## config.mk

```make
export PLATFORM = sky130hd
export DESIGN_NAME = tascc_scan_ctrl
export DESIGN_NICKNAME = d
export VERILOG_FILES = /design/src/core/tascc_pkg.sv /design/src/core/tascc_conv_timer.sv /design/src/core/tascc_scan_ctrl.sv
export VERILOG_INCLUDE_DIRS = /design/src /design/src/core
export SDC_FILE = /design/constraint.sdc
export NUM_CORES = 1
export LEC_CHECK = 0
export BUFFER_PORTS_ARGS = -buffer_cell sky130_fd_sc_hd__buf_2
export CORE_MARGIN = 5
export CORE_UTILIZATION = 69
export DETAILED_ROUTE_END_ITERATION = 12
export PLACE_DENSITY_LB_ADDON = 0.05
export SLEW_MARGIN = 20
export SYNTH_ARGS = -nofsm -noshare
export SYNTH_HDL_FRONTEND = slang
export SYNTH_SLANG_ARGS = --single-unit
```

## constraint.sdc

```tcl
create_clock -name clk_i -period 20.3 [get_ports clk_i]
set_clock_uncertainty 0.15 [all_clocks]
set_input_delay 3.045 -clock clk_i [delete_from_list [all_inputs] [get_ports clk_i]]
set_output_delay 3.045 -clock clk_i [all_outputs]
set_load 0.03 [all_outputs]
```

## src/core/tascc_defines.svh

```systemverilog
// Constants of the touch converter scan control block.
`ifndef TASCC_DEFINES_SVH
`define TASCC_DEFINES_SVH

// ************************************************************
// System clock and control word
// ************************************************************
`define TASCC_CLK_MHZ 40
`define TASCC_CTRL_RESET 16'h0000
`define TASCC_RD_PEN_BIT 15
`define TASCC_RD_IDLE_BIT 14

// ************************************************************
// Scan selection codes
// ************************************************************
`define TASCC_SCAN_NONE 4'h0
`define TASCC_SCAN_XY 4'h1
`define TASCC_SCAN_XYZ 4'h2
`define TASCC_SCAN_X 4'h3
`define TASCC_SCAN_Y 4'h4
`define TASCC_SCAN_Z 4'h5
`define TASCC_SCAN_BATA 4'h6
`define TASCC_SCAN_BATB 4'h7
`define TASCC_SCAN_AUX 4'h8
`define TASCC_SCAN_AUX_RPT 4'h9
`define TASCC_SCAN_TEMPA 4'ha
`define TASCC_SCAN_PORT 4'hb
`define TASCC_SCAN_TEMPB 4'hc
`define TASCC_SCAN_DRV_X 4'hd
`define TASCC_SCAN_DRV_Y 4'hf

// ************************************************************
// Resolution and conversion timing
// ************************************************************
`define TASCC_RES_8 2'h1
`define TASCC_RES_10 2'h2
`define TASCC_CONV_EXTRA 4
`define TASCC_INTCLK_8_MHZ 8
`define TASCC_INTCLK_4_MHZ 4
`define TASCC_INTCLK_2_MHZ 2
`define TASCC_INTCLK_1_MHZ 1

// ************************************************************
// Panel settling times
// ************************************************************
`define TASCC_SETTLE_100_US 100
`define TASCC_SETTLE_500_US 500
`define TASCC_SETTLE_1_MS 1
`define TASCC_SETTLE_5_MS 5
`define TASCC_SETTLE_10_MS 10
`define TASCC_SETTLE_50_MS 50
`define TASCC_SETTLE_100_MS 100
`define TASCC_US_PER_MS 1000

`endif

```

## src/core/tascc_pkg.sv

```systemverilog
// Types of the touch converter scan control block.
package tascc_pkg;

  typedef struct packed {
    logic self_seq;
    logic stop;
    logic [3:0] scan;
    logic [1:0] res;
    logic [1:0] avg;
    logic [1:0] rate;
    logic [2:0] settle;
    logic filt;
  } tascc_ctrl_t;

  typedef struct packed {
    logic x;
    logic y;
    logic z;
  } tascc_drv_t;

  typedef enum logic [3:0] {
    CH_NONE = 4'h0, CH_X = 4'h1, CH_Y = 4'h2, CH_ZA = 4'h3, CH_ZB = 4'h4,
    CH_BATA = 4'h5, CH_BATB = 4'h6, CH_AUX = 4'h7, CH_TEMPA = 4'h8,
    CH_TEMPB = 4'h9
  } tascc_chan_t;

  typedef enum logic [5:0] {
    S_IDLE = 6'h01, S_WAIT_PEN = 6'h02, S_SETTLE = 6'h04,
    S_CONV = 6'h08, S_MEDIAN = 6'h10, S_STORE = 6'h20
  } tascc_state_t;

endpackage

```

## src/core/tascc_conv_timer.sv

```systemverilog
// Conversion clock divider and N+4 period conversion timer.
`timescale 1ns/1ps
`include "tascc_defines.svh"
module tascc_conv_timer #(
  parameter int CLK_MHZ = `TASCC_CLK_MHZ
) (
  input wire logic clk_i,
  input wire logic rst_b_i,
  input wire logic start_i,
  input wire logic abort_i,
  input wire logic [1:0] rate_i,
  input wire logic [3:0] bits_i,
  output logic active_o,
  output logic done_o
);

  logic act_q, act_d, done_q, done_d;
  logic [5:0] div_q, div_d;
  logic [4:0] per_q, per_d;
  logic [10:0] cyc_q, cyc_d;

  // System clock cycles in one internal conversion clock period.
  function automatic logic [5:0] div_of(input logic [1:0] rate);
    case (rate)
      2'h0: div_of = 6'(CLK_MHZ / `TASCC_INTCLK_8_MHZ);
      2'h1: div_of = 6'(CLK_MHZ / `TASCC_INTCLK_4_MHZ);
      2'h2: div_of = 6'(CLK_MHZ / `TASCC_INTCLK_2_MHZ);
      default: div_of = 6'(CLK_MHZ / `TASCC_INTCLK_1_MHZ);
    endcase
  endfunction

  always_comb begin
    act_d = act_q;
    div_d = div_q;
    per_d = per_q;
    done_d = 1'b0;
    cyc_d = act_q ? cyc_q + 11'h1 : cyc_q;
    if (abort_i) begin
      act_d = 1'b0;
    end else if (start_i) begin
      act_d = 1'b1;
      div_d = 6'h0;
      per_d = 5'h0;
      cyc_d = 11'h0;
    end else if (act_q) begin
      if (div_q == div_of(rate_i) - 6'h1) begin
        div_d = 6'h0;
        if (per_q == {1'b0, bits_i} + 5'(`TASCC_CONV_EXTRA - 1)) begin
          act_d = 1'b0;
          done_d = 1'b1;
        end else begin
          per_d = per_q + 5'h1;
        end
      end else begin
        div_d = div_q + 6'h1;
      end
    end
  end

  always_ff @(posedge clk_i) begin
    if (!rst_b_i) begin
      act_q <= 1'b0;
      done_q <= 1'b0;
      div_q <= 6'h0;
      per_q <= 5'h0;
      cyc_q <= 11'h0;
    end else begin
      act_q <= act_d;
      done_q <= done_d;
      div_q <= div_d;
      per_q <= per_d;
      cyc_q <= cyc_d;
    end
  end

  assign active_o = act_q;
  assign done_o = done_q;
endmodule

```

## src/core/tascc_scan_ctrl.sv

```systemverilog
// Touch converter scan sequencer with its control register.
`timescale 1ns/1ps
`include "tascc_defines.svh"
module tascc_scan_ctrl #(
  parameter int MAX_SAMPLES = 16,
  parameter int SETTLE_500US_CYC = `TASCC_SETTLE_500_US * `TASCC_CLK_MHZ,
  parameter int SETTLE_1MS_CYC = `TASCC_SETTLE_1_MS * `TASCC_US_PER_MS * `TASCC_CLK_MHZ,
  parameter int SETTLE_5MS_CYC = `TASCC_SETTLE_5_MS * `TASCC_US_PER_MS * `TASCC_CLK_MHZ,
  parameter int SETTLE_10MS_CYC = `TASCC_SETTLE_10_MS * `TASCC_US_PER_MS * `TASCC_CLK_MHZ,
  parameter int SETTLE_50MS_CYC = `TASCC_SETTLE_50_MS * `TASCC_US_PER_MS * `TASCC_CLK_MHZ,
  parameter int SETTLE_100MS_CYC = `TASCC_SETTLE_100_MS * `TASCC_US_PER_MS * `TASCC_CLK_MHZ
) (
  input wire logic clk_i,
  input wire logic rst_b_i,
  input wire logic ctrl_wr_i,
  input wire logic [15:0] ctrl_wdata_i,
  output logic [15:0] ctrl_rdata_o,
  input wire logic pen_down_i,
  input wire logic [11:0] adc_data_i,
  output tascc_pkg::tascc_drv_t drv_o,
  output tascc_pkg::tascc_chan_t chan_o,
  output logic conv_start_o,
  output logic conv_active_o,
  output logic adc_power_down_o,
  output logic result_wr_o,
  output tascc_pkg::tascc_chan_t result_chan_o,
  output logic [15:0] result_data_o
);

  localparam int SETTLE_100US_CYC = `TASCC_SETTLE_100_US * `TASCC_CLK_MHZ;

  // ************************************************************
  // Decoding functions
  // ************************************************************
  function automatic tascc_pkg::tascc_chan_t first_chan(input logic [3:0] scan);
    case (scan)
      `TASCC_SCAN_XY, `TASCC_SCAN_XYZ, `TASCC_SCAN_X: first_chan = tascc_pkg::CH_X;
      `TASCC_SCAN_Y: first_chan = tascc_pkg::CH_Y;
      `TASCC_SCAN_Z: first_chan = tascc_pkg::CH_ZA;
      `TASCC_SCAN_BATA, `TASCC_SCAN_PORT: first_chan = tascc_pkg::CH_BATA;
      `TASCC_SCAN_BATB: first_chan = tascc_pkg::CH_BATB;
      `TASCC_SCAN_AUX, `TASCC_SCAN_AUX_RPT: first_chan = tascc_pkg::CH_AUX;
      `TASCC_SCAN_TEMPA: first_chan = tascc_pkg::CH_TEMPA;
      `TASCC_SCAN_TEMPB: first_chan = tascc_pkg::CH_TEMPB;
      default: first_chan = tascc_pkg::CH_NONE;
    endcase
  endfunction

  function automatic tascc_pkg::tascc_chan_t next_chan(input logic [3:0] scan,
                                                       input tascc_pkg::tascc_chan_t ch);
    next_chan = tascc_pkg::CH_NONE;
    case (scan)
      `TASCC_SCAN_XY: begin
        if (ch == tascc_pkg::CH_X) next_chan = tascc_pkg::CH_Y;
      end
      `TASCC_SCAN_XYZ: begin
        if (ch == tascc_pkg::CH_X) next_chan = tascc_pkg::CH_Y;
        if (ch == tascc_pkg::CH_Y) next_chan = tascc_pkg::CH_ZA;
        if (ch == tascc_pkg::CH_ZA) next_chan = tascc_pkg::CH_ZB;
      end
      `TASCC_SCAN_Z: begin
        if (ch == tascc_pkg::CH_ZA) next_chan = tascc_pkg::CH_ZB;
      end
      `TASCC_SCAN_PORT: begin
        if (ch == tascc_pkg::CH_BATA) next_chan = tascc_pkg::CH_BATB;
        if (ch == tascc_pkg::CH_BATB) next_chan = tascc_pkg::CH_AUX;
      end
      default: next_chan = tascc_pkg::CH_NONE;
    endcase
  endfunction

  function automatic logic is_touch(input logic [3:0] scan);
    is_touch = (scan >= `TASCC_SCAN_XY) && (scan <= `TASCC_SCAN_Z);
  endfunction

  function automatic logic [3:0] res_bits(input logic [1:0] res);
    case (res)
      `TASCC_RES_8: res_bits = 4'h8;
      `TASCC_RES_10: res_bits = 4'ha;
      default: res_bits = 4'hc;
    endcase
  endfunction

  function automatic logic [4:0] sample_count(input logic [1:0] avg, input logic med);
    case (avg)
      2'h1: sample_count = med ? 5'h05 : 5'h04;
      2'h2: sample_count = med ? 5'h09 : 5'h08;
      2'h3: sample_count = med ? 5'h0f : 5'h10;
      default: sample_count = 5'h01;
    endcase
  endfunction

  function automatic logic [23:0] settle_cyc(input logic [2:0] code);
    case (code)
      3'h1: settle_cyc = 24'(SETTLE_100US_CYC);
      3'h2: settle_cyc = 24'(SETTLE_500US_CYC);
      3'h3: settle_cyc = 24'(SETTLE_1MS_CYC);
      3'h4: settle_cyc = 24'(SETTLE_5MS_CYC);
      3'h5: settle_cyc = 24'(SETTLE_10MS_CYC);
      3'h6: settle_cyc = 24'(SETTLE_50MS_CYC);
      3'h7: settle_cyc = 24'(SETTLE_100MS_CYC);
      default: settle_cyc = 24'h0;
    endcase
  endfunction

  // Narrower results keep the upper converter bits, right-justified.
  function automatic logic [11:0] trim(input logic [11:0] d, input logic [1:0] res);
    case (res)
      `TASCC_RES_8: trim = {4'h0, d[11:4]};
      `TASCC_RES_10: trim = {2'h0, d[11:2]};
      default: trim = d;
    endcase
  endfunction

  // ************************************************************
  // Pen input synchroniser
  // ************************************************************
  logic pen_meta_q, pen_q;

  always_ff @(posedge clk_i) begin
    if (!rst_b_i) begin
      pen_meta_q <= 1'b0;
      pen_q <= 1'b0;
    end else begin
      pen_meta_q <= pen_down_i;
      pen_q <= pen_meta_q;
    end
  end

  // ************************************************************
  // Sequencer
  // ************************************************************
  tascc_pkg::tascc_ctrl_t ctrl_q, ctrl_d, wr_ctrl;
  tascc_pkg::tascc_state_t state_q, state_d;
  tascc_pkg::tascc_chan_t chan_q, chan_d, rchan_q, rchan_d, go_chan, nxt;
  tascc_pkg::tascc_drv_t drv_q, drv_d;
  logic [23:0] cnt_q, cnt_d;
  logic [3:0] idx_q, idx_d, med_q, med_d;
  logic [15:0] acc_q, acc_d, rdata_q, rdata_d;
  logic [11:0] samp_q [MAX_SAMPLES];
  logic [11:0] samp_d [MAX_SAMPLES];
  logic [11:0] smp;
  logic [4:0] nsamp, lt, le;
  logic [3:0] shift;
  logic wr_q, wr_d, start_q, start_d, go, tmr_done, tmr_active;

  assign nsamp = sample_count(ctrl_q.avg, ctrl_q.filt);
  assign smp = trim(adc_data_i, ctrl_q.res);
  assign wr_ctrl = tascc_pkg::tascc_ctrl_t'(ctrl_wdata_i);

  always_comb begin
    lt = 5'h0;
    le = 5'h0;
    for (int j = 0; j < MAX_SAMPLES; j++) begin
      if (5'(j) < nsamp) begin
        if (samp_q[j] < samp_q[med_q]) lt = lt + 5'h1;
        if (samp_q[j] <= samp_q[med_q]) le = le + 5'h1;
      end
    end
  end

  always_comb begin
    case (ctrl_q.avg)
      2'h1: shift = 4'h2;
      2'h2: shift = 4'h3;
      2'h3: shift = 4'h4;
      default: shift = 4'h0;
    endcase
  end

  always_comb begin
    ctrl_d = ctrl_q;
    state_d = state_q;
    chan_d = chan_q;
    cnt_d = cnt_q;
    idx_d = idx_q;
    med_d = med_q;
    acc_d = acc_q;
    samp_d = samp_q;
    rchan_d = rchan_q;
    rdata_d = rdata_q;
    wr_d = 1'b0;
    start_d = 1'b0;
    go = 1'b0;
    go_chan = first_chan(ctrl_q.scan);
    nxt = next_chan(ctrl_q.scan, chan_q);
    case (state_q)
      tascc_pkg::S_IDLE: begin
        chan_d = tascc_pkg::CH_NONE;
      end
      tascc_pkg::S_WAIT_PEN: begin
        go = pen_q;
      end
      tascc_pkg::S_SETTLE: begin
        if (cnt_q >= settle_cyc(ctrl_q.settle)) begin
          state_d = tascc_pkg::S_CONV;
          start_d = 1'b1;
        end else begin
          cnt_d = cnt_q + 24'h1;
        end
      end
      tascc_pkg::S_CONV: begin
        if (tmr_done) begin
          samp_d[idx_q] = smp;
          acc_d = acc_q + {4'h0, smp};
          if ({1'b0, idx_q} == nsamp - 5'h1) begin
            if (ctrl_q.filt && nsamp != 5'h01) begin
              state_d = tascc_pkg::S_MEDIAN;
              med_d = 4'h0;
            end else begin
              state_d = tascc_pkg::S_STORE;
              rdata_d = acc_d >> shift;
            end
          end else begin
            idx_d = idx_q + 4'h1;
            start_d = 1'b1;
          end
        end
      end
      tascc_pkg::S_MEDIAN: begin
        // The median is the sample with at most k smaller and more than k not larger.
        if (lt <= (nsamp - 5'h1) >> 1 && le > (nsamp - 5'h1) >> 1) begin
          rdata_d = {4'h0, samp_q[med_q]};
          state_d = tascc_pkg::S_STORE;
        end else begin
          med_d = med_q + 4'h1;
        end
      end
      tascc_pkg::S_STORE: begin
        wr_d = 1'b1;
        rchan_d = chan_q;
        if (nxt != tascc_pkg::CH_NONE) begin
          go = 1'b1;
          go_chan = nxt;
        end else if (ctrl_q.scan == `TASCC_SCAN_AUX_RPT) begin
          go = 1'b1;
        end else if ((ctrl_q.scan == `TASCC_SCAN_XY || ctrl_q.scan == `TASCC_SCAN_XYZ)
                     && pen_q) begin
          go = 1'b1;
        end else begin
          state_d = tascc_pkg::S_IDLE;
        end
      end
      default: state_d = tascc_pkg::S_IDLE;
    endcase
    if (ctrl_wr_i) begin
      ctrl_d = wr_ctrl;
      go_chan = first_chan(wr_ctrl.scan);
      go = 1'b0;
      start_d = 1'b0;
      state_d = tascc_pkg::S_IDLE;
      chan_d = tascc_pkg::CH_NONE;
      if (wr_ctrl.stop) begin
        go = 1'b0;
      end else if (go_chan != tascc_pkg::CH_NONE) begin
        if (wr_ctrl.self_seq && is_touch(wr_ctrl.scan)) begin
          state_d = tascc_pkg::S_WAIT_PEN;
        end else begin
          go = 1'b1;
        end
      end
    end
    if (go) begin
      state_d = tascc_pkg::S_SETTLE;
      chan_d = go_chan;
      cnt_d = 24'h0;
      idx_d = 4'h0;
      acc_d = 16'h0;
    end
  end

  // Panel drivers follow the channel being measured or the driver-only codes.
  always_comb begin
    drv_d = '0;
    if (state_d == tascc_pkg::S_SETTLE || state_d == tascc_pkg::S_CONV) begin
      drv_d.x = chan_d == tascc_pkg::CH_X;
      drv_d.y = chan_d == tascc_pkg::CH_Y;
      drv_d.z = chan_d == tascc_pkg::CH_ZA || chan_d == tascc_pkg::CH_ZB;
    end else if (state_d == tascc_pkg::S_IDLE && !ctrl_d.stop) begin
      drv_d.x = ctrl_d.scan == `TASCC_SCAN_DRV_X;
      drv_d.y = ctrl_d.scan == `TASCC_SCAN_DRV_Y;
    end
  end

  always_ff @(posedge clk_i) begin
    if (!rst_b_i) begin
      ctrl_q <= tascc_pkg::tascc_ctrl_t'(`TASCC_CTRL_RESET);
      state_q <= tascc_pkg::S_IDLE;
      chan_q <= tascc_pkg::CH_NONE;
      rchan_q <= tascc_pkg::CH_NONE;
      drv_q <= '0;
      cnt_q <= 24'h0;
      idx_q <= 4'h0;
      med_q <= 4'h0;
      acc_q <= 16'h0;
      rdata_q <= 16'h0;
      wr_q <= 1'b0;
      start_q <= 1'b0;
      for (int i = 0; i < MAX_SAMPLES; i++) begin
        samp_q[i] <= 12'h0;
      end
    end else begin
      ctrl_q <= ctrl_d;
      state_q <= state_d;
      chan_q <= chan_d;
      rchan_q <= rchan_d;
      drv_q <= drv_d;
      cnt_q <= cnt_d;
      idx_q <= idx_d;
      med_q <= med_d;
      acc_q <= acc_d;
      rdata_q <= rdata_d;
      wr_q <= wr_d;
      start_q <= start_d;
      samp_q <= samp_d;
    end
  end

  tascc_conv_timer u_timer (
    .clk_i(clk_i),
    .rst_b_i(rst_b_i),
    .start_i(start_q),
    .abort_i(state_q != tascc_pkg::S_CONV),
    .rate_i(ctrl_q.rate),
    .bits_i(res_bits(ctrl_q.res)),
    .active_o(tmr_active),
    .done_o(tmr_done)
  );

  // ************************************************************
  // Outputs
  // ************************************************************
  // Bit 15 reads the pen, bit 14 reads sequencer idle (state S_IDLE); the rest as written.
  assign ctrl_rdata_o = {pen_q, state_q == tascc_pkg::S_IDLE, ctrl_q[13:0]};
  assign drv_o = drv_q;
  assign chan_o = chan_q;
  assign conv_start_o = start_q;
  assign conv_active_o = tmr_active;
  assign adc_power_down_o = ctrl_q.stop;
  assign result_wr_o = wr_q;
  assign result_chan_o = rchan_q;
  assign result_data_o = rdata_q;
endmodule

```

==> key figures, run 1 <==
Synth
  – Post-Synthesis Net Count: 3280
  – Synthesized instance count: 2959
  – Post-synthesis area per instance: 8.13 µm²
  – Top_reg_cell synth: dfxtp_1
  – Post-synth EDFFs: 0
  – Post-synthesis register bit count: 309
  – Synth async-reset ratio: 0%
  – Netlist Area Pre-Place: 24100 µm²
  – Sequential fraction of the synthesis area: 25.7%
  – Synth warnings: 0
  – Synth cell types: 114

Routing
  – Pre-antenna DRT Iters: 7
  – DR DRC count: 0
  – Routed WL: 79.7 mm
  – Detail Route Antenna Nets: 0
  – Routed vias: 23.1k
  – Wire length per cell: 23.2 µm
  – Vias per cell: 6.72
  – Initial DRC Count: 2458

Finish
  – Layout area overhead: 7.90%
  – Layout cells sized above 1: 11.2%
  – Final core occ: 75.4%
  – Nets: 3277
  – Diodes inserted: 0

Floorplan
  – Die area: 38700 µm²
  – Initial core utilization: 69.8%
  – Die Wd: 197 µm
  – DIE HEIGHT: 197 µm
  – Row cnt: 68
  – I/O pin cnt: 79
  – Core ar.: 34500 µm²

Setup path
  – Cell mode on critical path: ha_1
  – Crit path from: med_q[0]$_SDFFE_PN0P_
  – CP endpoint kind: register
  – Worst Setup Path Type: register to register
  – FF-to-FF setup slack: 4.66 ns
  – Slowest-stage cell, CP: or4b_2
  – Reg2reg path depth: 64
  – Startpoint Class: register
  – Largest stage delay, worst path: 0.60 ns
  – Largest fanout on the critical path: 37
  – Required time of the critical path: 20.60 ns
  – Worst r2r src: med_q[0]$_SDFFE_PN0P_
  – Worst EP arrival: 15.93 ns

STA
  – RSZ-0062 raised after global routing: false
  – Final setup vio count: 0
  – Max Fclk: 64.0 MHz
  – Slew HR: 25.5%
  – Final Hold Fails: 0
  – Tcrit/Tclk final: 77.0%
  – TNS Setup: 0 ns
  – Fin crit period: 15.64 ns
  – Tightest Pin Transition: 1.12 ns
  – Max-slew violations: 0

Placement
  – # port buffers: 78
  – Placer congestion estimate: 1.08
  – Post-DP HPWL: 60.1 mm

GRT
  – Vias in the first global route: 21.6k
  – Overflow after GRT: 0
  – Total GRT Usage: 39.9%
  – Routing usage on met3: 10.4%
  – Gr busiest metal: met2
  – GR Util met2: 61.2%
  – Met1 Usage GRT: 51.2%
  – First-pass GRT wire length: 123 mm
  – Pin count of the biggest net entering global routing: 124
  – Antenna violations before repair: 3

CTS
  – Clock transition at path regs: 0.06 ns
  – CTS tree: built
  – CTS root buffer: clkbuf_16
  – Post-CTS Repair Setup Buffers: 0
  – Cts hold-fix bufs: 0
  – Clk_lat worst skew: 0.56 ns
  – TritonCTS Buffers: 34
  – H-tree Lvls: 2
  – Post_cts resized: 0
  – Max clock buf depth: 3
  – Clock sinks: 309

Run
  – Maxcap violations: 0

Status
  – Status: finished clean

Hold path
  – Hold Crit Class: register to register
  – Hold Crit Depth: 2
  – Hold Startpoint: cnt_q[23]$_SDFFE_PP0P_

Power
  – Power per Cell Area: 65.8 nW/µm²
  – Worst VDD drop: 71.2 µV
  – Leakage: 10.3 nW
==> flip-flops by register name (all words and copies together), names as in the netlist, 5 cells and up, named ones only <==
register / flops
samp_q: 192
cnt_q: 24
acc_q: 16
result_data_o: 16
ctrl_rdata_o: 14
state_q: 6
u_timer.div_q: 6
u_timer.per_q: 5
==> Yosys cell counts (all sizes together) (43+ instances only) <==
| cell | n | area share [%] |
|---|---|---|
| a211oi | 48 | 1.5 |
| a21oi | 312 | 6.5 |
| clkbuf | 120 | 1.9 |
| dfxtp | 309 | 26 |
| ha | 288 | 15 |
| inv | 99 | 1.6 |
| mux2i | 59 | 2.5 |
| mux4 | 63 | 5.9 |
| nand2 | 540 | 8.5 |
| nand3 | 45 | 0.94 |
| nand4 | 57 | 1.5 |
| nor2 | 230 | 3.6 |
| nor3 | 43 | 0.96 |
| o21ai | 100 | 2.1 |
| xnor2 | 95 | 3.8 |
| xor2 | 52 | 2.0 |
==> cells by family (layout without fill, tap and decap cells) <==
| family | Yosys count | in the layout | share of synthesized area [%] |
|---|---|---|---|
| AND/OR/NAND/NOR | 1136 | 1136 | 21.8 |
| AO/OA/AOI/OAI | 679 | 679 | 17.7 |
| flip-flops | 309 | 309 | 25.7 |
| adder cells (fa/ha/maj) | 289 | 289 | 15.1 |
| buffers and inverters | 250 | 270 | 4.09 |
| XOR/XNOR | 154 | 154 | 6.42 |
| multiplexers | 142 | 142 | 9.29 |
==> cell usage in the layout, fill, tap and decap left out, types with 18 or more instances in the layout <==
cell       instances
a31oi_1           20
nand2_1          538
clkbuf_16         35
nor2_1           222
nor3_1            37
nand4_1           57
a21oi_1          310
or3_1             25
buf_2             78
nand3_1           45
xnor2_1           86
mux2i_1           59
a21o_1            29
ha_1             288
o211ai_1          19
mux2_2            20
nand2b_1          30
dfxtp_1          306
o21ai_0           86
buf_4             30
nor2b_1           40
xor2_1            50
inv_1             96
mux4_2            63
and2_1            20
a211oi_1          47
o21a_1            18
and3_1            24
==> through the flow <==
stage	area (µm²)	power, W	worst slack [ns]	hold WS, ns	std cells
final	26000	0.00171	4.66	0.282	3434
after CTS	25900	0.00170	4.62	0.279	3432
after detailed placement	24700	0.00103	4.64	0.266	3373
after global routing	26000	0.00177	3.93	0.298	3434
after global placement	24700	0.00102	5.22	0.263	3373
after floorplan	24100	0.000940	6.36	0.254	2959
==> worst paths after layout <==
kind | end
max | med_q[0]$_SDFFE_PN0P_
min | cnt_q[23]$_SDFFE_PP0P_
max reg2reg | med_q[0]$_SDFFE_PN0P_
min reg2reg | cnt_q[23]$_SDFFE_PP0P_
==> critical path: cells and delay by family, from the launching register on <==
family | cells | cell delay [ns]
compound gates | 17 | 3.49
fa+ha+maj | 17 | 5.01
buf+inv | 7 | 1.24
flops | 1 | 0.56
mux | 7 | 2.24
simple gates | 16 | 2.82
==> power breakdown <==
group          switching [W]  internal, W  total, W
Combinational       0.000255     0.000160  0.000415
Clock               0.000270     0.000406  0.000677
Sequential        0.00000721     0.000610  0.000617
Total               0.000532      0.00118   0.00171
==> metal layers <==
metal | part of all wire, % | routed length (µm)
met5 | 0.015 | 12
met2 | 43 | 34300
met1 | 38 | 30500
met3 | 12 | 9340
met4 | 6.8 | 5450
==> area by class of cell <==
class | count | area [µm²]
multi-input combinational | 2400 | 17000
fill | 2590 | 8490
sequential | 309 | 6190
clock buffer | 43 | 936
timing repair buffer | 110 | 651
tap | 455 | 569
inverter | 101 | 392
clock inverter | 16 | 259
No activity file was read; power rests on OpenSTA's default activity.
==> run 2: changes to the inputs <==
--- a/config.mk
+++ b/config.mk
@@ -8,7 +8,7 @@
 export LEC_CHECK = 0
 export BUFFER_PORTS_ARGS = -buffer_cell sky130_fd_sc_hd__buf_2
 export CORE_MARGIN = 5
-export CORE_UTILIZATION = 69
+export CORE_UTILIZATION = 58
 export DETAILED_ROUTE_END_ITERATION = 12
 export PLACE_DENSITY_LB_ADDON = 0.05
 export SLEW_MARGIN = 20
==> constraint.sdc (replaced) <==
create_clock -name clk_i -period 13.7 [get_ports clk_i]
set_clock_uncertainty 0.15 [all_clocks]
set_input_delay 2.055 -clock clk_i [delete_from_list [all_inputs] [get_ports clk_i]]
set_output_delay 2.055 -clock clk_i [all_outputs]
set_load 0.03 [all_outputs]
==> key figures, run 2 (synthesis results as in run 1) <==
GRT
  – Pin count of the biggest net entering global routing: 78 (was 124)
  – Total GRT Usage: 34.7% (was 39.9%)
  – Vias in the first global route: 21.1k (was 21.6k)
  – Antenna violations before repair: 2 (was 3)
  – First-pass GRT wire length: 123 mm (about the same)
  – Overflow after GRT: 0 (unchanged)

Status
  – Status: finished clean (unchanged)

Setup path
  – Crit-path leading delay family: adder cells (unchanged)
  – Worst Setup Path Type: register to register (unchanged)
  – CP endpoint kind: register (unchanged)
  – Required time of the critical path: 14.00 ns (was 20.60 ns)
  – Slowest-stage cell, CP: mux4_2 (was or4b_2)
  – FF-to-FF setup slack: 0.53 ns (was 4.66 ns)
  – Largest fanout on the critical path: 6 (was 37)
  – Crit path buffers/inverters: 8 (was 7)
  – Startpoint Class: register (unchanged)
  – Worst R2R End: med_q[0]$_SDFFE_PN0P_ (unchanged)
  – Largest stage delay, worst path: 0.55 ns (was 0.60 ns)
  – Reg2reg path depth: 65 (was 64)
  – Cell mode on critical path: ha_1 (unchanged)
  – Worst r2r src: med_q[0]$_SDFFE_PN0P_ (unchanged)
  – Worst EP arrival: 13.47 ns (was 15.93 ns)

Routing
  – Pre-antenna DRT Iters: 5 (was 7)
  – Vias per cell: 6.41 (was 6.72)
  – Wire length per cell: 22.9 µm (was 23.2 µm)
  – Routed WL: 82.3 mm (was 79.7 mm)
  – DR DRC count: 0 (unchanged)
  – Detail Route Antenna Nets: 0 (unchanged)
  – Initial DRC Count: 2591 (was 2458)
  – Routed vias: 23.1k (about the same)

Run
  – Maxcap violations: 0 (unchanged)

Finish
  – Biggest regs: samp_q: 192 flops, cnt_q: 24 flops (unchanged)
  – Post-Layout Cell Count: 3600 (was 3434)
  – Layout area overhead: 12.4% (was 7.90%)
  – Fill cell count: 3470 (was 2590)
  – Final core occ: 66.1% (was 75.4%)
  – Layout cells sized above 1: 14.8% (was 11.2%)
  – Diodes inserted: 0 (unchanged)
  – Final std cell area, no fill: 27100 µm² (was 26000 µm²)
  – Nets: 3362 (was 3277)
  – Max reg flops: 192 (unchanged)
  – Commonest non-fill, non-tap cell in the layout: nand2_1 (unchanged)
  – Biggest register: samp_q (unchanged)
  – Most frequent cells in the layout: 536 x nand2_1, 307 x dfxtp_1, 305 x a21oi_1 (was 538 x nand2_1, 310 x a21oi_1, 306 x dfxtp_1)

STA
  – Final Hold Fails: 0 (unchanged)
  – Tcrit/Tclk final: 96.1% (was 77.0%)
  – Tightest Pin Transition: 1.19 ns (was 1.12 ns)
  – TNS Setup: 0 ns (unchanged)
  – Fin crit period: 13.17 ns (was 15.64 ns)
  – Final setup vio count: 0 (unchanged)
  – Slew HR: 20.3% (was 25.5%)
  – Max Fclk: 75.9 MHz (was 64.0 MHz)
  – Max-slew violations: 0 (unchanged)

Floorplan
  – I/O pin cnt: 79 (unchanged)
  – Initial core utilization: 58.8% (was 69.8%)
  – Core ar.: 40900 µm² (was 34500 µm²)
  – Die area: 45700 µm² (was 38700 µm²)
  – Row cnt: 74 (was 68)
  – Die Wd: 214 µm (was 197 µm)
  – DIE HEIGHT: 214 µm (was 197 µm)

Hold path
  – Hold Startpoint: pen_meta_q$_SDFF_PN0_ (was cnt_q[23]$_SDFFE_PP0P_)
  – Hold Crit Depth: 1 (was 2)
  – Hold Crit Class: register to register (unchanged)
  – WHS Endpoint: pen_q$_SDFF_PN0_ (was cnt_q[23]$_SDFFE_PP0P_)

Placement
  – # port buffers: 78 (unchanged)
  – Placed instance count: 3503 (was 3373)
  – Post-DP HPWL: 60.3 mm (was 60.1 mm)
  – Placer congestion estimate: 0.980 (was 1.08)
  – Area post-placement: 25300 µm² (was 24700 µm²)

CTS
  – H-tree Lvls: 2 (unchanged)
  – Clock transition at path regs: 0.06 ns (about the same)
  – Cts hold-fix bufs: 0 (unchanged)
  – Clock sinks: 309 (unchanged)
  – Clk_lat worst skew: 0.57 ns (was 0.56 ns)
  – CTS tree: built (unchanged)
  – CTS root buffer: clkbuf_16 (unchanged)
  – Max clock buf depth: 3 (unchanged)
  – TritonCTS Buffers: 37 (was 34)

Power
  – Power per Cell Area: 95.8 nW/µm² (was 65.8 nW/µm²)
  – Worst VDD drop: 136 µV (was 71.2 µV)
  – Leakage: 10.8 nW (was 10.3 nW)
[run 2: cell types whose count changed in the layout (fill, tap and decap cells not counted), moves of 4 or more]
cell       delta
buf_4        +74
clkbuf_16     +6
a21oi_1       -5
buf_12        +5
a21oi_2       +4
clkbuf_8      +4
inv_1         -4
inv_2         +4
[run 2: cell type report]
| type | count | area (µm²) | area share, % |
|---|---|---|---|
| Multi-Input combinational cell | 2400 | 17200 | 63.4 |
| Sequential cell | 309 | 6190 | 22.9 |
| Timing Repair Buffer | 192 | 1370 | 5.05 |
| Clock buffer | 52 | 1070 | 3.97 |
| Tap cell | 532 | 666 | 2.46 |
| Inverter | 101 | 392 | 1.45 |
| Clock inverter | 14 | 214 | 0.791 |
[run 2: where the power goes]
group / leakage (nW) / internal [W] / switching, W
clock: 0.624 / 0.000642 / 0.000407
sequential: 2.49 / 0.000904 / 0.00000747
combinational: 7.71 / 0.000244 / 0.000387
total: 10.8 / 0.00179 / 0.000801
[run 2: how the worst max path moves through the flow]
stage	start	to	slack [ns]	cells after the start
after floorplan	med_q[0]$_SDFFE_PN0P_	med_q[0]$_SDFFE_PN0P_	0.03	65
after global placement	med_q[0]$_SDFFE_PN0P_	med_q[0]$_SDFFE_PN0P_	0.15	64
after detailed placement	med_q[0]$_SDFFE_PN0P_	med_q[0]$_SDFFE_PN0P_	0.03	64
after CTS	med_q[0]$_SDFFE_PN0P_	med_q[0]$_SDFFE_PN0P_	0.06	64
after global routing	med_q[0]$_SDFFE_PN0P_	med_q[0]$_SDFFE_PN0P_	-0.08	65
final	med_q[0]$_SDFFE_PN0P_	med_q[0]$_SDFFE_PN0P_	0.53	65
[run 2: metal layers]
| layer | GRT usage, % | share of wire (%) |
|---|---|---|
| met1 | 46.6 | 41 |
| met2 | 56.0 | 45 |
| met3 | 6.74 | 10 |
| met4 | 12.4 | 4.4 |
| met5 | 0 | 0.039 |
[run 2: metrics by stage]
step	total power (W)	setup slack (ns)	hold slack, ns
4_1_cts	0.00259	0.0551	0.299
3_3_place_gp	0.00153	0.153	0.265
5_1_grt	0.00269	-0.0773	0.317
6_report	0.00259	0.533	0.292
2_1_floorplan	0.00139	0.0335	0.254
3_5_place_dp	0.00155	0.0342	0.274
[run 2: what timing repair did]
action	in CTS	in global routing
buffers inserted	0	27
endpoints found under the setup margin	1	22
resized for setup	1	41
pin swaps	0	16
cloned	0	3
